$ cat config.mk
export PLATFORM = sky130hd
export DESIGN_NAME = rail_fault_protection_logic
export DESIGN_NICKNAME = d
export VERILOG_FILES = /design/src/core/rail_fault_pkg.sv /design/src/core/persist_filter.sv /design/src/core/current_code_store.sv /design/src/core/rail_fault_protection_logic.sv
export SDC_FILE = /design/constraint.sdc
export NUM_CORES = 1
export LEC_CHECK = 0
export BUFFER_PORTS_ARGS = -buffer_cell sky130_fd_sc_hd__clkbuf_2
export CAP_MARGIN = 20
export CORE_MARGIN = 4
export CORE_UTILIZATION = 45
export DETAILED_ROUTE_END_ITERATION = 8
export PLACE_DENSITY = 0.66
export RECOVER_POWER = 100
export SETUP_SLACK_MARGIN = 0.4
export SYNTH_ARGS = -nofsm -noshare
export SYNTH_HDL_FRONTEND = slang
export SYNTH_SLANG_ARGS = --single-unit
$ cat constraint.sdc
create_clock -name core_clk -period 1.7 [get_ports core_clk]
set_clock_uncertainty 0.05 [all_clocks]
set_input_delay 0 -clock core_clk [delete_from_list [all_inputs] [get_ports core_clk]]
set_output_delay 0 -clock core_clk [all_outputs]
set_load 0.1 [all_outputs]
$ cat src/core/rail_fault_pkg.sv
package rail_fault_pkg;
	// Clock and qualification timing
	localparam int unsigned CLK_PERIOD_NS = 20;
	localparam int unsigned OV_DELAY_NS = 1000;
	localparam int unsigned UV_DELAY_NS = 3000;
	localparam int unsigned LOCKOUT_DELAY_NS = 3000;
	localparam int unsigned ACTION_DELAY_NS = 10000;
	localparam int unsigned TON_NS = 400;
	// Least times round up to whole cycles
	localparam int unsigned OV_DELAY_CYC = (OV_DELAY_NS + CLK_PERIOD_NS - 1) / CLK_PERIOD_NS;
	localparam int unsigned UV_DELAY_CYC = (UV_DELAY_NS + CLK_PERIOD_NS - 1) / CLK_PERIOD_NS;
	localparam int unsigned LOCKOUT_DELAY_CYC = (LOCKOUT_DELAY_NS + CLK_PERIOD_NS - 1) / CLK_PERIOD_NS;
	localparam int unsigned ACTION_DELAY_CYC = (ACTION_DELAY_NS + CLK_PERIOD_NS - 1) / CLK_PERIOD_NS;
	localparam int unsigned TON_CYC = (TON_NS + CLK_PERIOD_NS - 1) / CLK_PERIOD_NS;
	// Current monitor conversion, voltages in microvolts
	localparam int unsigned MON_LSB_UV = 6250;
	localparam int unsigned MON_FULL_UV = 3193750;
	localparam logic [8:0] MON_MAX_CODE = 9'h1FF;
	localparam logic [8:0] MON_RESET_CODE = 9'h000;
	// Requested voltage code standing for 0.9 V
	localparam logic [7:0] VID_0V9_CODE = 8'h5A;
	// Synchronised comparator input positions
	localparam int unsigned SYNC_W = 11;
	localparam int unsigned S_EN = 0;
	localparam int unsigned S_OFS_LOW = 1;
	localparam int unsigned S_OV_FIXED = 2;
	localparam int unsigned S_OV_REF = 3;
	localparam int unsigned S_NEG = 4;
	localparam int unsigned S_UV = 5;
	localparam int unsigned S_SUPPLY_LOW = 6;
	localparam int unsigned S_TDC = 7;
	localparam int unsigned S_SPIKE = 8;
	localparam int unsigned S_STILL_OVER = 9;
	localparam int unsigned S_FAST = 10;
	// Phases and over-current sequencing
	localparam int unsigned PHASES = 2;
	typedef enum logic [1:0] {OCP_IDLE, OCP_DELAY, OCP_OFF} ocp_state_t;
endpackage

$ cat src/core/persist_filter.sv
`timescale 1ns/1ps
module persist_filter #(
	parameter int unsigned CYCLES = 50
) (
	// Clock and reset
	input wire logic core_clk,
	input wire logic rstn,
	// Level to qualify
	input wire logic level,
	output logic qualified
);
	localparam int W = $clog2(CYCLES + 1);
	logic [W-1:0] cnt_r;
	logic [W-1:0] cnt_nxt;

	// Count consecutive cycles of the level, saturating
	assign cnt_nxt = !level ? '0 : (cnt_r == W'(CYCLES)) ? cnt_r : cnt_r + 1'b1;
	assign qualified = (cnt_r == W'(CYCLES));

	// Run counter
	always_ff @(posedge core_clk or negedge rstn) begin
		if (!rstn) begin
			cnt_r <= '0;
		end else begin
			cnt_r <= cnt_nxt;
		end
	end
endmodule // persist_filter

$ cat src/core/current_code_store.sv
`timescale 1ns/1ps
module current_code_store (
	// Clock and reset
	input wire logic core_clk,
	input wire logic rstn,
	// Conversion result in
	input wire logic sample_valid,
	input wire logic [21:0] monitor_uv,
	// Output current register
	output logic [8:0] current_code_r,
	output logic current_update_r
);
	logic [21:0] quot;
	logic [8:0] code_nxt;

	// Divide into 6.25 mV steps, clamp at full scale
	assign quot = monitor_uv / 22'(rail_fault_pkg::MON_LSB_UV);
	assign code_nxt = (monitor_uv >= 22'(rail_fault_pkg::MON_FULL_UV)) ? rail_fault_pkg::MON_MAX_CODE : quot[8:0];

	// Store each result
	always_ff @(posedge core_clk or negedge rstn) begin
		if (!rstn) begin
			current_code_r <= rail_fault_pkg::MON_RESET_CODE;
			current_update_r <= 1'b0;
		end else begin
			current_update_r <= sample_valid;
			if (sample_valid) begin
				current_code_r <= code_nxt;
			end
		end
	end
endmodule // current_code_store

$ cat src/core/rail_fault_protection_logic.sv
`timescale 1ns/1ps
// Overview of operation
// - Sample offset at enable rise; low disables offset
// - Upward voltage step forces two-phase mode
// - Downward voltage step holds present operating state
// - Monitor zero to 3.19375V maps codes 0 to 511
// - Each conversion result lands in current register
// - Fast response pulse overrides every active on-time
// - Current trip asserts alert, starts action delay
// - Delay expired, still over: all switches off
// - Low code: over-voltage at fixed 1.225V level
// - High code: reference plus 325mV, latched trip
// - Over-voltage latch: low-side on, high-side off
// - Over-voltage latch requests other rail shutdown
// - Over-voltage condition must persist 1us
// - Negative rail under latch: low-sides off too
// - Rail back above zero: low-sides on again
// - Negative detection only while over-voltage latched
// - Rail 500mV below reference sets under-voltage latch
// - Under-voltage latch holds all switches off
// - Under-voltage latch requests other rail shutdown
// - Under-voltage condition must persist 3us
// - Supply lockout after 3us forces switches off
// - Over-voltage watch starts after power-on reset
module rail_fault_protection_logic (
	// Clock and power-on reset
	input wire logic core_clk,
	input wire logic rstn,
	// Asynchronous enable and comparator levels
	input wire logic enable_pin,
	input wire logic offset_input_pin_low,
	input wire logic ov_fixed_cmp,
	input wire logic ov_ref_cmp,
	input wire logic negative_rail_cmp,
	input wire logic uv_ref_cmp,
	input wire logic supply_low_cmp,
	input wire logic averaged_current_trip,
	input wire logic spike_current_trip,
	input wire logic current_still_over_cmp,
	input wire logic fast_response_cmp,
	// Same-clock control
	input wire logic [7:0] requested_voltage_code,
	input wire logic step_up_req,
	input wire logic step_down_req,
	input wire logic step_done,
	input wire logic two_phase_req,
	input wire logic [1:0] pwm_hs,
	input wire logic [1:0] pwm_ls,
	// Current monitor conversion
	input wire logic monitor_valid,
	input wire logic [21:0] current_monitor_uv,
	// Gate drive
	output logic [1:0] hs_on,
	output logic [1:0] ls_on,
	output logic [1:0] on_time_override,
	// Status and cross-rail
	output logic overcurrent_alert_n,
	output logic soft_shutdown_req,
	output logic fast_response_pulse,
	output logic initial_offset_en_r,
	output logic two_phase_r,
	output logic over_voltage_latch_r,
	output logic under_voltage_latch_r,
	output logic negative_voltage_trip,
	output logic supply_lockout,
	output logic [8:0] output_current_r,
	output logic output_current_update_r
);
	localparam int TON_A = rail_fault_pkg::TON_CYC;
	localparam int ACT_W = $clog2(rail_fault_pkg::ACTION_DELAY_CYC + 1);
	localparam int TON_W = $clog2(rail_fault_pkg::TON_CYC + 1);

	// Phase mask decode, used for both switch sides
	function automatic logic [1:0] active_mask(input logic two_phase);
		active_mask = {two_phase, 1'b1};
	endfunction

	logic [rail_fault_pkg::SYNC_W-1:0] async_in;
	wire logic [rail_fault_pkg::SYNC_W-1:0] sync_r;
	logic en_s;
	logic en_d_r;
	logic en_rise;
	logic por_done_r;
	logic ov_cond;
	logic ov_qual;
	logic uv_qual;
	logic lockout_qual;
	logic trip_any;
	logic fast_d_r;
	logic [TON_W-1:0] ton_cnt_r;
	logic [ACT_W-1:0] act_cnt_r;
	logic [ACT_W-1:0] act_cnt_nxt;
	logic step_hold_r;
	logic ocp_off;
	logic all_off;
	logic [1:0] mask;
	rail_fault_pkg::ocp_state_t ocp_r;
	rail_fault_pkg::ocp_state_t ocp_nxt;

	// Gather comparator pins for synchronising
	assign async_in = {fast_response_cmp, current_still_over_cmp, spike_current_trip, averaged_current_trip,
		supply_low_cmp, uv_ref_cmp, negative_rail_cmp, ov_ref_cmp, ov_fixed_cmp, offset_input_pin_low, enable_pin};

	// Two-flop synchronisers per comparator
	genvar gi;
	generate
		for (gi = 0; gi < rail_fault_pkg::SYNC_W; gi++) begin : g_sync
			logic meta_bit_r;
			logic sync_bit_r;
			always_ff @(posedge core_clk or negedge rstn) begin
				if (!rstn) begin
					meta_bit_r <= 1'b0;
					sync_bit_r <= 1'b0;
				end else begin
					meta_bit_r <= async_in[gi];
					sync_bit_r <= meta_bit_r;
				end
			end
			assign sync_r[gi] = sync_bit_r;
		end
	endgenerate

	// Enable edge
	assign en_s = sync_r[rail_fault_pkg::S_EN];
	assign en_rise = en_s && !en_d_r;

	// Over-voltage threshold select by requested code
	assign ov_cond = por_done_r && en_s && ((requested_voltage_code < rail_fault_pkg::VID_0V9_CODE) ?
		sync_r[rail_fault_pkg::S_OV_FIXED] : sync_r[rail_fault_pkg::S_OV_REF]);

	// Persistence filters
	persist_filter #(.CYCLES(rail_fault_pkg::OV_DELAY_CYC)) u_ov_filt (
		.core_clk(core_clk),
		.rstn(rstn),
		.level(ov_cond),
		.qualified(ov_qual)
	);
	persist_filter #(.CYCLES(rail_fault_pkg::UV_DELAY_CYC)) u_uv_filt (
		.core_clk(core_clk),
		.rstn(rstn),
		.level(sync_r[rail_fault_pkg::S_UV] && en_s),
		.qualified(uv_qual)
	);
	persist_filter #(.CYCLES(rail_fault_pkg::LOCKOUT_DELAY_CYC)) u_lo_filt (
		.core_clk(core_clk),
		.rstn(rstn),
		.level(sync_r[rail_fault_pkg::S_SUPPLY_LOW]),
		.qualified(lockout_qual)
	);

	// Output current register
	current_code_store u_store (
		.core_clk(core_clk),
		.rstn(rstn),
		.sample_valid(monitor_valid),
		.monitor_uv(current_monitor_uv),
		.current_code_r(output_current_r),
		.current_update_r(output_current_update_r)
	);

	// Reset, enable and latches
	always_ff @(posedge core_clk or negedge rstn) begin
		if (!rstn) begin
			por_done_r <= 1'b0;
			en_d_r <= 1'b0;
			initial_offset_en_r <= 1'b0;
			over_voltage_latch_r <= 1'b0;
			under_voltage_latch_r <= 1'b0;
		end else begin
			por_done_r <= 1'b1;
			en_d_r <= en_s;
			if (en_rise) begin
				initial_offset_en_r <= !sync_r[rail_fault_pkg::S_OFS_LOW];
			end
			if (!en_s) begin
				over_voltage_latch_r <= 1'b0;
				under_voltage_latch_r <= 1'b0;
			end else begin
				over_voltage_latch_r <= over_voltage_latch_r || ov_qual;
				under_voltage_latch_r <= under_voltage_latch_r || uv_qual;
			end
		end
	end

	// Negative detection gated by the over-voltage latch
	assign negative_voltage_trip = over_voltage_latch_r && sync_r[rail_fault_pkg::S_NEG];
	assign supply_lockout = lockout_qual;
	assign soft_shutdown_req = over_voltage_latch_r || under_voltage_latch_r;

	// Phase policy on voltage steps
	always_ff @(posedge core_clk or negedge rstn) begin
		if (!rstn) begin
			two_phase_r <= 1'b0;
			step_hold_r <= 1'b0;
		end else begin
			if (step_up_req) begin
				two_phase_r <= 1'b1;
				step_hold_r <= 1'b1;
			end else if (step_down_req) begin
				step_hold_r <= 1'b1;
			end else if (step_done) begin
				step_hold_r <= 1'b0;
			end else if (!step_hold_r) begin
				two_phase_r <= two_phase_req;
			end
		end
	end

	// Over-current sequencing
	assign trip_any = sync_r[rail_fault_pkg::S_TDC] || sync_r[rail_fault_pkg::S_SPIKE];
	assign act_cnt_nxt = (ocp_r == rail_fault_pkg::OCP_DELAY) ? act_cnt_r + 1'b1 : '0;
	always_comb begin
		ocp_nxt = ocp_r;
		case (ocp_r)
			rail_fault_pkg::OCP_IDLE: begin
				if (trip_any) begin
					ocp_nxt = rail_fault_pkg::OCP_DELAY;
				end
			end
			rail_fault_pkg::OCP_DELAY: begin
				if (act_cnt_r == ACT_W'(rail_fault_pkg::ACTION_DELAY_CYC - 1)) begin
					ocp_nxt = sync_r[rail_fault_pkg::S_STILL_OVER] ? rail_fault_pkg::OCP_OFF :
						rail_fault_pkg::OCP_IDLE;
				end
			end
			rail_fault_pkg::OCP_OFF: ocp_nxt = rail_fault_pkg::OCP_OFF;
			default: ocp_nxt = rail_fault_pkg::OCP_IDLE;
		endcase
		if (!en_s) begin
			ocp_nxt = rail_fault_pkg::OCP_IDLE;
		end
	end
	always_ff @(posedge core_clk or negedge rstn) begin
		if (!rstn) begin
			ocp_r <= rail_fault_pkg::OCP_IDLE;
			act_cnt_r <= '0;
		end else begin
			ocp_r <= ocp_nxt;
			act_cnt_r <= act_cnt_nxt;
		end
	end
	assign overcurrent_alert_n = (ocp_r == rail_fault_pkg::OCP_IDLE);
	assign ocp_off = (ocp_r == rail_fault_pkg::OCP_OFF);

	// Fast response pulse of one nominal on-time
	always_ff @(posedge core_clk or negedge rstn) begin
		if (!rstn) begin
			fast_d_r <= 1'b0;
			ton_cnt_r <= '0;
		end else begin
			fast_d_r <= sync_r[rail_fault_pkg::S_FAST];
			if (sync_r[rail_fault_pkg::S_FAST] && !fast_d_r && ton_cnt_r == '0) begin
				ton_cnt_r <= TON_W'(rail_fault_pkg::TON_CYC);
			end else if (ton_cnt_r != '0) begin
				ton_cnt_r <= ton_cnt_r - 1'b1;
			end
		end
	end
	assign fast_response_pulse = (ton_cnt_r != '0);
	assign mask = active_mask(two_phase_r);
	assign on_time_override = fast_response_pulse ? mask : 2'h0;

	// Gate drive priority: hard off, then clamp, then normal
	assign all_off = !en_s || supply_lockout || under_voltage_latch_r || ocp_off;
	assign hs_on = (all_off || over_voltage_latch_r) ? 2'h0 : ((pwm_hs | on_time_override) & mask);
	assign ls_on = all_off ? 2'h0 : over_voltage_latch_r ? (negative_voltage_trip ? 2'h0 : mask) :
		(pwm_ls & ~on_time_override & mask);

	// Helper: consecutive over-voltage condition cycles
	logic [7:0] ov_run_r;
	always_ff @(posedge core_clk or negedge rstn) begin
		if (!rstn) begin
			ov_run_r <= 8'h00;
		end else begin
			ov_run_r <= !ov_cond ? 8'h00 : (ov_run_r == 8'hFF) ? ov_run_r : ov_run_r + 8'h01;
		end
	end
endmodule // rail_fault_protection_logic

==> results by group, run 1 <==
Run status
  • Status: finished with violations
  • Failing checks: negative setup slack

Yosys
  • Top-area cell type share of the netlist area: 0.226
  • Post-Synthesis Cell Area: 8620 sq um
  • Synthesized flop and latch total: 78
  • Largest area contributor in the netlist: dfrtp_1
  • Syn_area_per_cell: 8.06 sq um
  • Area contributors post-synth: dfrtp_1, xnor2_1, nor2_1, a21oi_1, nand2_1
  • FFs w/ async S/R, synth: 1.00
  • Cells after synthesis: ~1100
  • Distinct cell type count after synthesis: between 100 and 150
  • Ys flop type: dfrtp_1
  • Ys Warns: 0
  • Register area share after synthesis: 0.226
  • Number of synthesized flops with an enable pin: 0
  • Net Count, Synth: 1130

Critical path
  • Worst endpoint required time: 1.88 ns
  • Crit path max fanout: 6
  • Most frequent CP cell: buf_4
  • Worst r2r src: u_lo_filt.cnt_r[0]
  • Crit end category: register
  • Crit path kind: in2reg
  • Crit start category: input port
  • R2R setup slack: -0.28 ns
  • Worst path max stage delay: 0.39 ns
  • Slowest-stage cell, CP: a221oi_4
  • R2R Path End: u_lo_filt.cnt_r[0]
  • Worst endpoint data arrival time: 8.03 ns
  • Worst R2R Path Depth: 8

GRT
  • First-pass GRT wire length: 53000 um
  • Vias in the first global route: 10700
  • Grt ovf: 0
  • Initial antenna violation count: 0
  • Pin count of the biggest net entering global routing: 38
  • GRT Total Usage: 0.292

Timing
  • Slew of the pin with the lowest slew margin: 0.797 ns
  • Slew HR: 0.462
  • Final min period: 7.86 ns
  • Crit share post-route: 4.62
  • Pins Over Slew Limit: 0
  • Fin. Hold Viols: 0
  • Final setup violation count: 26
  • F_max: 127 MHz
  • Fin worst setup slack: -6.16 ns
  • Unrepaired setup endpoints after global routing: yes
  • Tightest hold margin: 0.154 ns

Pwr
  • Switching power: about 15 mW
  • Max VDD drop: 0.00218 V
  • P_int: 16.7 mW
  • Switching Share: 0.478
  • Sequential share of power: 0.069
  • Power share of the combinational group: 0.865
  • Final Power: around 32 mW
  • PD cells: 2180 nW/um^2
  • Power share of the clock group: 0.066
  • Pleak: 6.27 nW

Floorplan
  • Floorplan row count: 50
  • Die Footprint: 21400 sq um
  • Initial cell density of the core: 0.459
  • Die height: 146 um
  • Io pins: 77
  • DIE WIDTH: 146 um
  • Core area: 18800 sq um

Final layout
  • Fill count: 1165
  • Register area: between 1500 and 2000 sq um
  • Commonest non-fill, non-tap cells in the layout: buf_4, nor2_1, dfrtp_1
  • Commonest non-fill, non-tap cell in the layout: buf_4
  • Fin nets: approximately 1700
  • Area Growth Syn to Fin: 70.3%
  • ANT cells: 0
  • Layout cell share with drive strength beyond 1: 0.506
  • Multi-input gate area: 7580 sq um

Drt
  • DRC: 0
  • Detailed Routing Iterations Pass 1: 5
  • Drt total wl: approximately 36000 um
  • Via count: 11200
  • Drt wl/cell: between 15 and 20 um
  • Detail Route Antenna Nets: 0
  • DR iter-0 viols: 965
  • Vias/cell: 6.12

Worst hold path
  • Worst hold stages: 3
  • Min-Delay Path Class: in2reg
  • Hold Path Sink: u_store.current_code_r[7]
  • HP Start: monitor_valid

Clock tree
  • H-tree levels: 3
  • Maximum root-to-sink buffer count: 2
  • Root Buffer: clkbuf_16
  • Clock Sinks: 78
  • Worst-path clk slew: approximately 0.070 ns
  • CTS Buf Count: 9
  • Worst-skew pair later-pin latency: 0.35 ns
  • CTS tree: yes

Place
  • Hpwl dp: 22600 um
  • PortBufs: 75
  • Gp weighted congestion: 0.960

Flow run
  • MaxCap Viol Count: 0
-- timing repair --
item | in CTS | in global routing
gates resized for setup | 133 | 142
hold endpoints to repair | 92 | 0
pin swaps | 75 | 81
endpoints found under the setup margin | 46 | 51
hold buffers | 18 | 0
gates cloned | 1 | 1
setup buffers | 55 | 37
-- critical path, delay by kind of cell --
family                   cells  cell delay, ns
adder cells (fa/ha/maj)      1            0.36
multiplexers                 3            0.80
AND/OR/NAND/NOR             10            1.63
buffers and inverters       15            2.06
AO/OA/AOI/OAI               15            3.17
-- routing by layer --
metal | up-vias | global-route usage | part of all wire
li1 | 5146 | - | -
met3 | 86 | 0.0261 | 0.064
met2 | 519 | 0.511 | 0.50
met5 | - | 0 | 0
met1 | 5451 | 0.385 | 0.41
met4 | 0 | 0.0828 | 0.028
-- logic make-up (layout without fill, tap and decap cells) --
group / after synthesis / after routing / share of synthesized area
DFF: 78 / 78 / 0.226
adders and majority gates: 13 / 13 / 0.0176
xor gates and xnor gates: 69 / 69 / 0.0778
buffers and inverters: 74 / 598 / 0.0431
AOI/OAI and AO/OA: 371 / 372 / 0.328
muxes: 30 / 30 / 0.0398
and+or+nand+nor: 434 / 434 / 0.267
other: 1 / 1 / 0.000435
-- power groups by stage --
| stage | Clock, mW | Combinational, mW | Sequential, mW |
|---|---|---|---|
| detailed placement | 0 | 22.6 | 2.21 |
| finish | 2.11 | 27.7 | 2.20 |
| global placement | 0 | 22.2 | 2.20 |
| CTS | 2.06 | 24.6 | 2.18 |
| global route | 2.20 | 29.4 | 2.21 |
| floorplan | 0 | 13.4 | 2.78 |
-- synthesized netlist by cell type, types with 10 or more instances --
library cell and n:
nand3_1 44, o21a_1 12, a21oi_1 62, inv_1 20, a211oi_1 16, and3_1 18, mux2i_1 18, clkbuf_1 23
o21ai_0 57, dfrtp_1 78, xor2_1 14, nor3_1 41, nand2b_1 10, nor2_1 109, nor4_1 13, nand4_1 18
buf_2 15, a31oi_1 14, o31ai_1 14, o211ai_1 21, o21ai_1 14, or3_1 14, and2_1 27, nand2_1 77
xnor2_1 47
-- per-stage QoR --
step / cell area [sq um] / setup slack, ns / setup TNS [ns] / cells / utilization
4_1_cts: 14000 / -5.91 / -32.73 / 1791 / 0.744
2_1_floorplan: 9060 / -5.88 / -33.45 / 1070 / -
6_report: 14700 / -6.16 / -36.07 / 1829 / 0.782
5_1_grt: 14700 / -6.46 / -39.19 / 1829 / 0.782
3_3_place_gp: 12400 / -6.37 / -35.01 / 1701 / 0.659
3_5_place_dp: 12400 / -6.60 / -36.11 / 1701 / 0.659
-- final cells by class --
type | count | share of cell area
clock buffer | 10 | 0.0156
clock inverter | 6 | 0.00631
inverter | 22 | 0.00614
multi-input combinational | 919 | 0.516
sequential | 78 | 0.133
tap | 234 | 0.0199
timing repair buffer | 560 | 0.302
-- worst max path at each step --
stage | to | slack (ns) | startpoint
floorplan | u_store.current_code_r[0] | -5.88 | current_monitor_uv[5]
global placement | u_store.current_code_r[0] | -6.37 | current_monitor_uv[2]
detailed placement | u_store.current_code_r[0] | -6.60 | current_monitor_uv[2]
CTS | u_store.current_code_r[0] | -5.91 | current_monitor_uv[2]
global route | u_store.current_code_r[0] | -6.46 | current_monitor_uv[19]
finish | u_store.current_code_r[0] | -6.16 | current_monitor_uv[3]
-- registers in the layout, indices dropped and copies added, names as in the netlist --
register,count
g_sync.sync_bit_r,10
u_uv_filt.cnt_r,8
u_store.current_code_r,9
two_phase_r,1
act_cnt_r,9
u_ov_filt.cnt_r,6
fast_d_r,1
step_hold_r,1
en_s,1
ocp_r,2
por_done_r,1
u_store.current_update_r,1
u_lo_filt.cnt_r,8
en_d_r,1
initial_offset_en_r,1
over_voltage_latch_r,1
under_voltage_latch_r,1
g_sync.meta_bit_r,11
ton_cnt_r,5
(Power assumes the default switching activity.)
==> run 2: changes to the inputs <==
SETUP_SLACK_MARGIN = unset   (was 0.4)
==> run 2 against run 1 <==
The flow still finishes with violations (negative setup slack). Via count down 3.1%. Die area unchanged. Utilization down 4.1 points. Maximum frequency down 3.8%. Total power down 4.6%. Sequential cell count unchanged. Worst setup slack worse by 0.31 ns. Final area down 5.2%. Sequential share of layout area up 0.69 points. Register-to-register slack better by 0.14 ns. Worst hold slack better by 0.018 ns. Sequential power about the same. Critical path type unchanged. Critical endpoint unchanged. Largest power group unchanged.
==> results by group, run 2 (same netlist as run 1, synthesis figures left out) <==
Run status
  • Status: finished with violations
  • Failing checks: negative setup slack

Critical path
  • Crit end category: register
  • Crit path depth: 37
  • Worst endpoint required time: 1.90 ns
  • WP buf/inv: 7
  • Worst endpoint data arrival time: 8.37 ns
  • Critical Path Source: current_monitor_uv[2]
  • Crit start category: input port
  • Most frequent CP cell: buf_6
  • R2R Path End: ton_cnt_r[1]
  • Worst R2R Path Depth: 10
  • Crit path max fanout: 8
  • R2R setup slack: -0.14 ns
  • Worst r2r src: ton_cnt_r[0]
  • Worst path max stage delay: 0.53 ns
  • Crit path kind: in2reg
  • Slowest-stage cell, CP: a2111o_1
  • CP top delay family: compound AO/OA/AOI/OAI gates
  • Setup crit end: u_store.current_code_r[0]

Final layout
  • Commonest non-fill, non-tap cells in the layout: buf_4, nor2_1, dfrtp_1
  • Layout cell share with drive strength beyond 1: 0.457
  • Area Growth Syn to Fin: 61.4%
  • Largest Register: g_sync.meta_bit_r
  • Finished Cell Area: 13900 sq um
  • Fin nets: 1606
  • Largest register FFs: 11
  • ANT cells: 0
  • Regs by FF count: g_sync.meta_bit_r (11), g_sync.sync_bit_r (10)
  • Commonest non-fill, non-tap cell in the layout: buf_4
  • Final Util: 0.742

Timing
  • Fin worst setup slack: -6.47 ns
  • Crit share post-route: 4.81
  • Final min period: 8.17 ns
  • Unrepaired setup endpoints after global routing: yes
  • Slew of the pin with the lowest slew margin: 0.731 ns
  • Pins Over Slew Limit: 0
  • Slew HR: 0.507
  • Final setup violation count: 21
  • Fin. Hold Viols: 0
  • F_max: 122 MHz

Floorplan
  • Io pins: 77
  • DIE WIDTH: 146 um
  • Initial cell density of the core: 0.459
  • Floorplan row count: 50
  • Die Footprint: 21400 sq um
  • Core area: ~19000 sq um
  • Die height: 146 um

Clock tree
  • CTS tree: yes
  • Maximum root-to-sink buffer count: 2
  • Worst-path clk slew: 0.06 ns
  • Clock Sinks: 78
  • Worst-skew pair later-pin latency: roughly 0.33 ns
  • H-tree levels: 3
  • CTS Buf Count: 9
  • Root Buffer: clkbuf_16

Place
  • Hpwl dp: 21800 um
  • PortBufs: between 70 and 80
  • Gp weighted congestion: 0.915
  • DP Area: 12200 sq um

Pwr
  • P_int: around 16 mW
  • Switching power: around 15 mW
  • Power share of the combinational group: 0.865
  • Pleak: 5.91 nW
  • PD cells: 2190 nW/um^2
  • Max VDD drop: 0.00209 V
  • Switching Share: 0.478
  • Sequential share of power: 0.071
  • Power share of the clock group: 0.064

Drt
  • Detailed Routing Iterations Pass 1: 5
  • Drt total wl: 32400 um
  • DR iter-0 viols: 831
  • Drt wl/cell: 18.2 um
  • Detail Route Antenna Nets: 0
  • DRC: 0
  • Via count: 10900
  • Vias/cell: approximately 6

GRT
  • Vias in the first global route: 10100
  • Grt ovf: 0
  • First-pass GRT wire length: 48900 um
  • GRT Total Usage: 0.268
  • Initial antenna violation count: 0
  • Pin count of the biggest net entering global routing: 55

Worst hold path
  • Min-Delay Path Class: in2async

Flow run
  • MaxCap Viol Count: 0
run 2: routing by layer:
metal	routed length, um	up-vias	global-route usage
met5	0	-	0
met4	790	0	0.0710
met3	2160	76	0.0239
met2	16300	531	0.470
met1	13200	5199	0.356
li1	-	5049	-
run 2: how the worst min path moves through the flow:
stage          depth (start not counted)  from           end  slack [ns]
2_1_floorplan                          0  rstn  act_cnt_r[0]       -0.35
3_3_place_gp                           1  rstn  ton_cnt_r[1]       -0.13
3_5_place_dp                           1  rstn  ton_cnt_r[4]       -0.12
4_1_cts                                2  rstn  ton_cnt_r[4]        0.07
5_1_grt                                2  rstn  ton_cnt_r[2]        0.22
6_report                               2  rstn  ton_cnt_r[4]        0.17
run 2: area by class of cell:
cell class | count | area (sq um)
multi-input combinational | 918 | 7320
fill | 1328 | 4850
timing repair buffer | 517 | 3960
sequential | 78 | 1950
tap | 234 | 293
clock buffer | 10 | 239
inverter | 22 | 86.3
clock inverter | 6 | 68.8
run 2: what timing repair did:
action,in CTS,in global routing
hold buffers,17,0
pin swaps,31,40
setup buffers,31,35
endpoints found under the hold margin,92,0
resized for setup,77,84
setup endpoints to repair,16,23
run 2: stage by stage:
step / instances / setup TNS (ns) / hold WS (ns) / power, mW / worst slack [ns]
5_1_grt: 1785 / -41.27 / 0.224 / 32.2 / -6.78
4_1_cts: 1755 / -32.98 / 0.0653 / 27.9 / -5.93
6_report: 1785 / -36.72 / 0.172 / 30.5 / -6.47
3_5_place_dp: 1691 / -36.48 / -0.124 / 24.4 / -6.52
2_1_floorplan: 1070 / -33.31 / -0.346 / 16.1 / -5.88
3_3_place_gp: 1691 / -34.56 / -0.129 / 24.0 / -6.23
run 2: power by group through the flow:
| stage | Clock [mW] | Combinational, mW | Sequential (mW) |
|---|---|---|---|
| final | 1.95 | 26.4 | 2.17 |
| after global routing | 2.05 | 28.0 | 2.19 |
| after CTS | 1.97 | 23.7 | 2.18 |
| after detailed placement | 0 | 22.2 | 2.21 |
| after global placement | 0 | 21.8 | 2.20 |
| after floorplan | 0 | 13.3 | 2.77 |
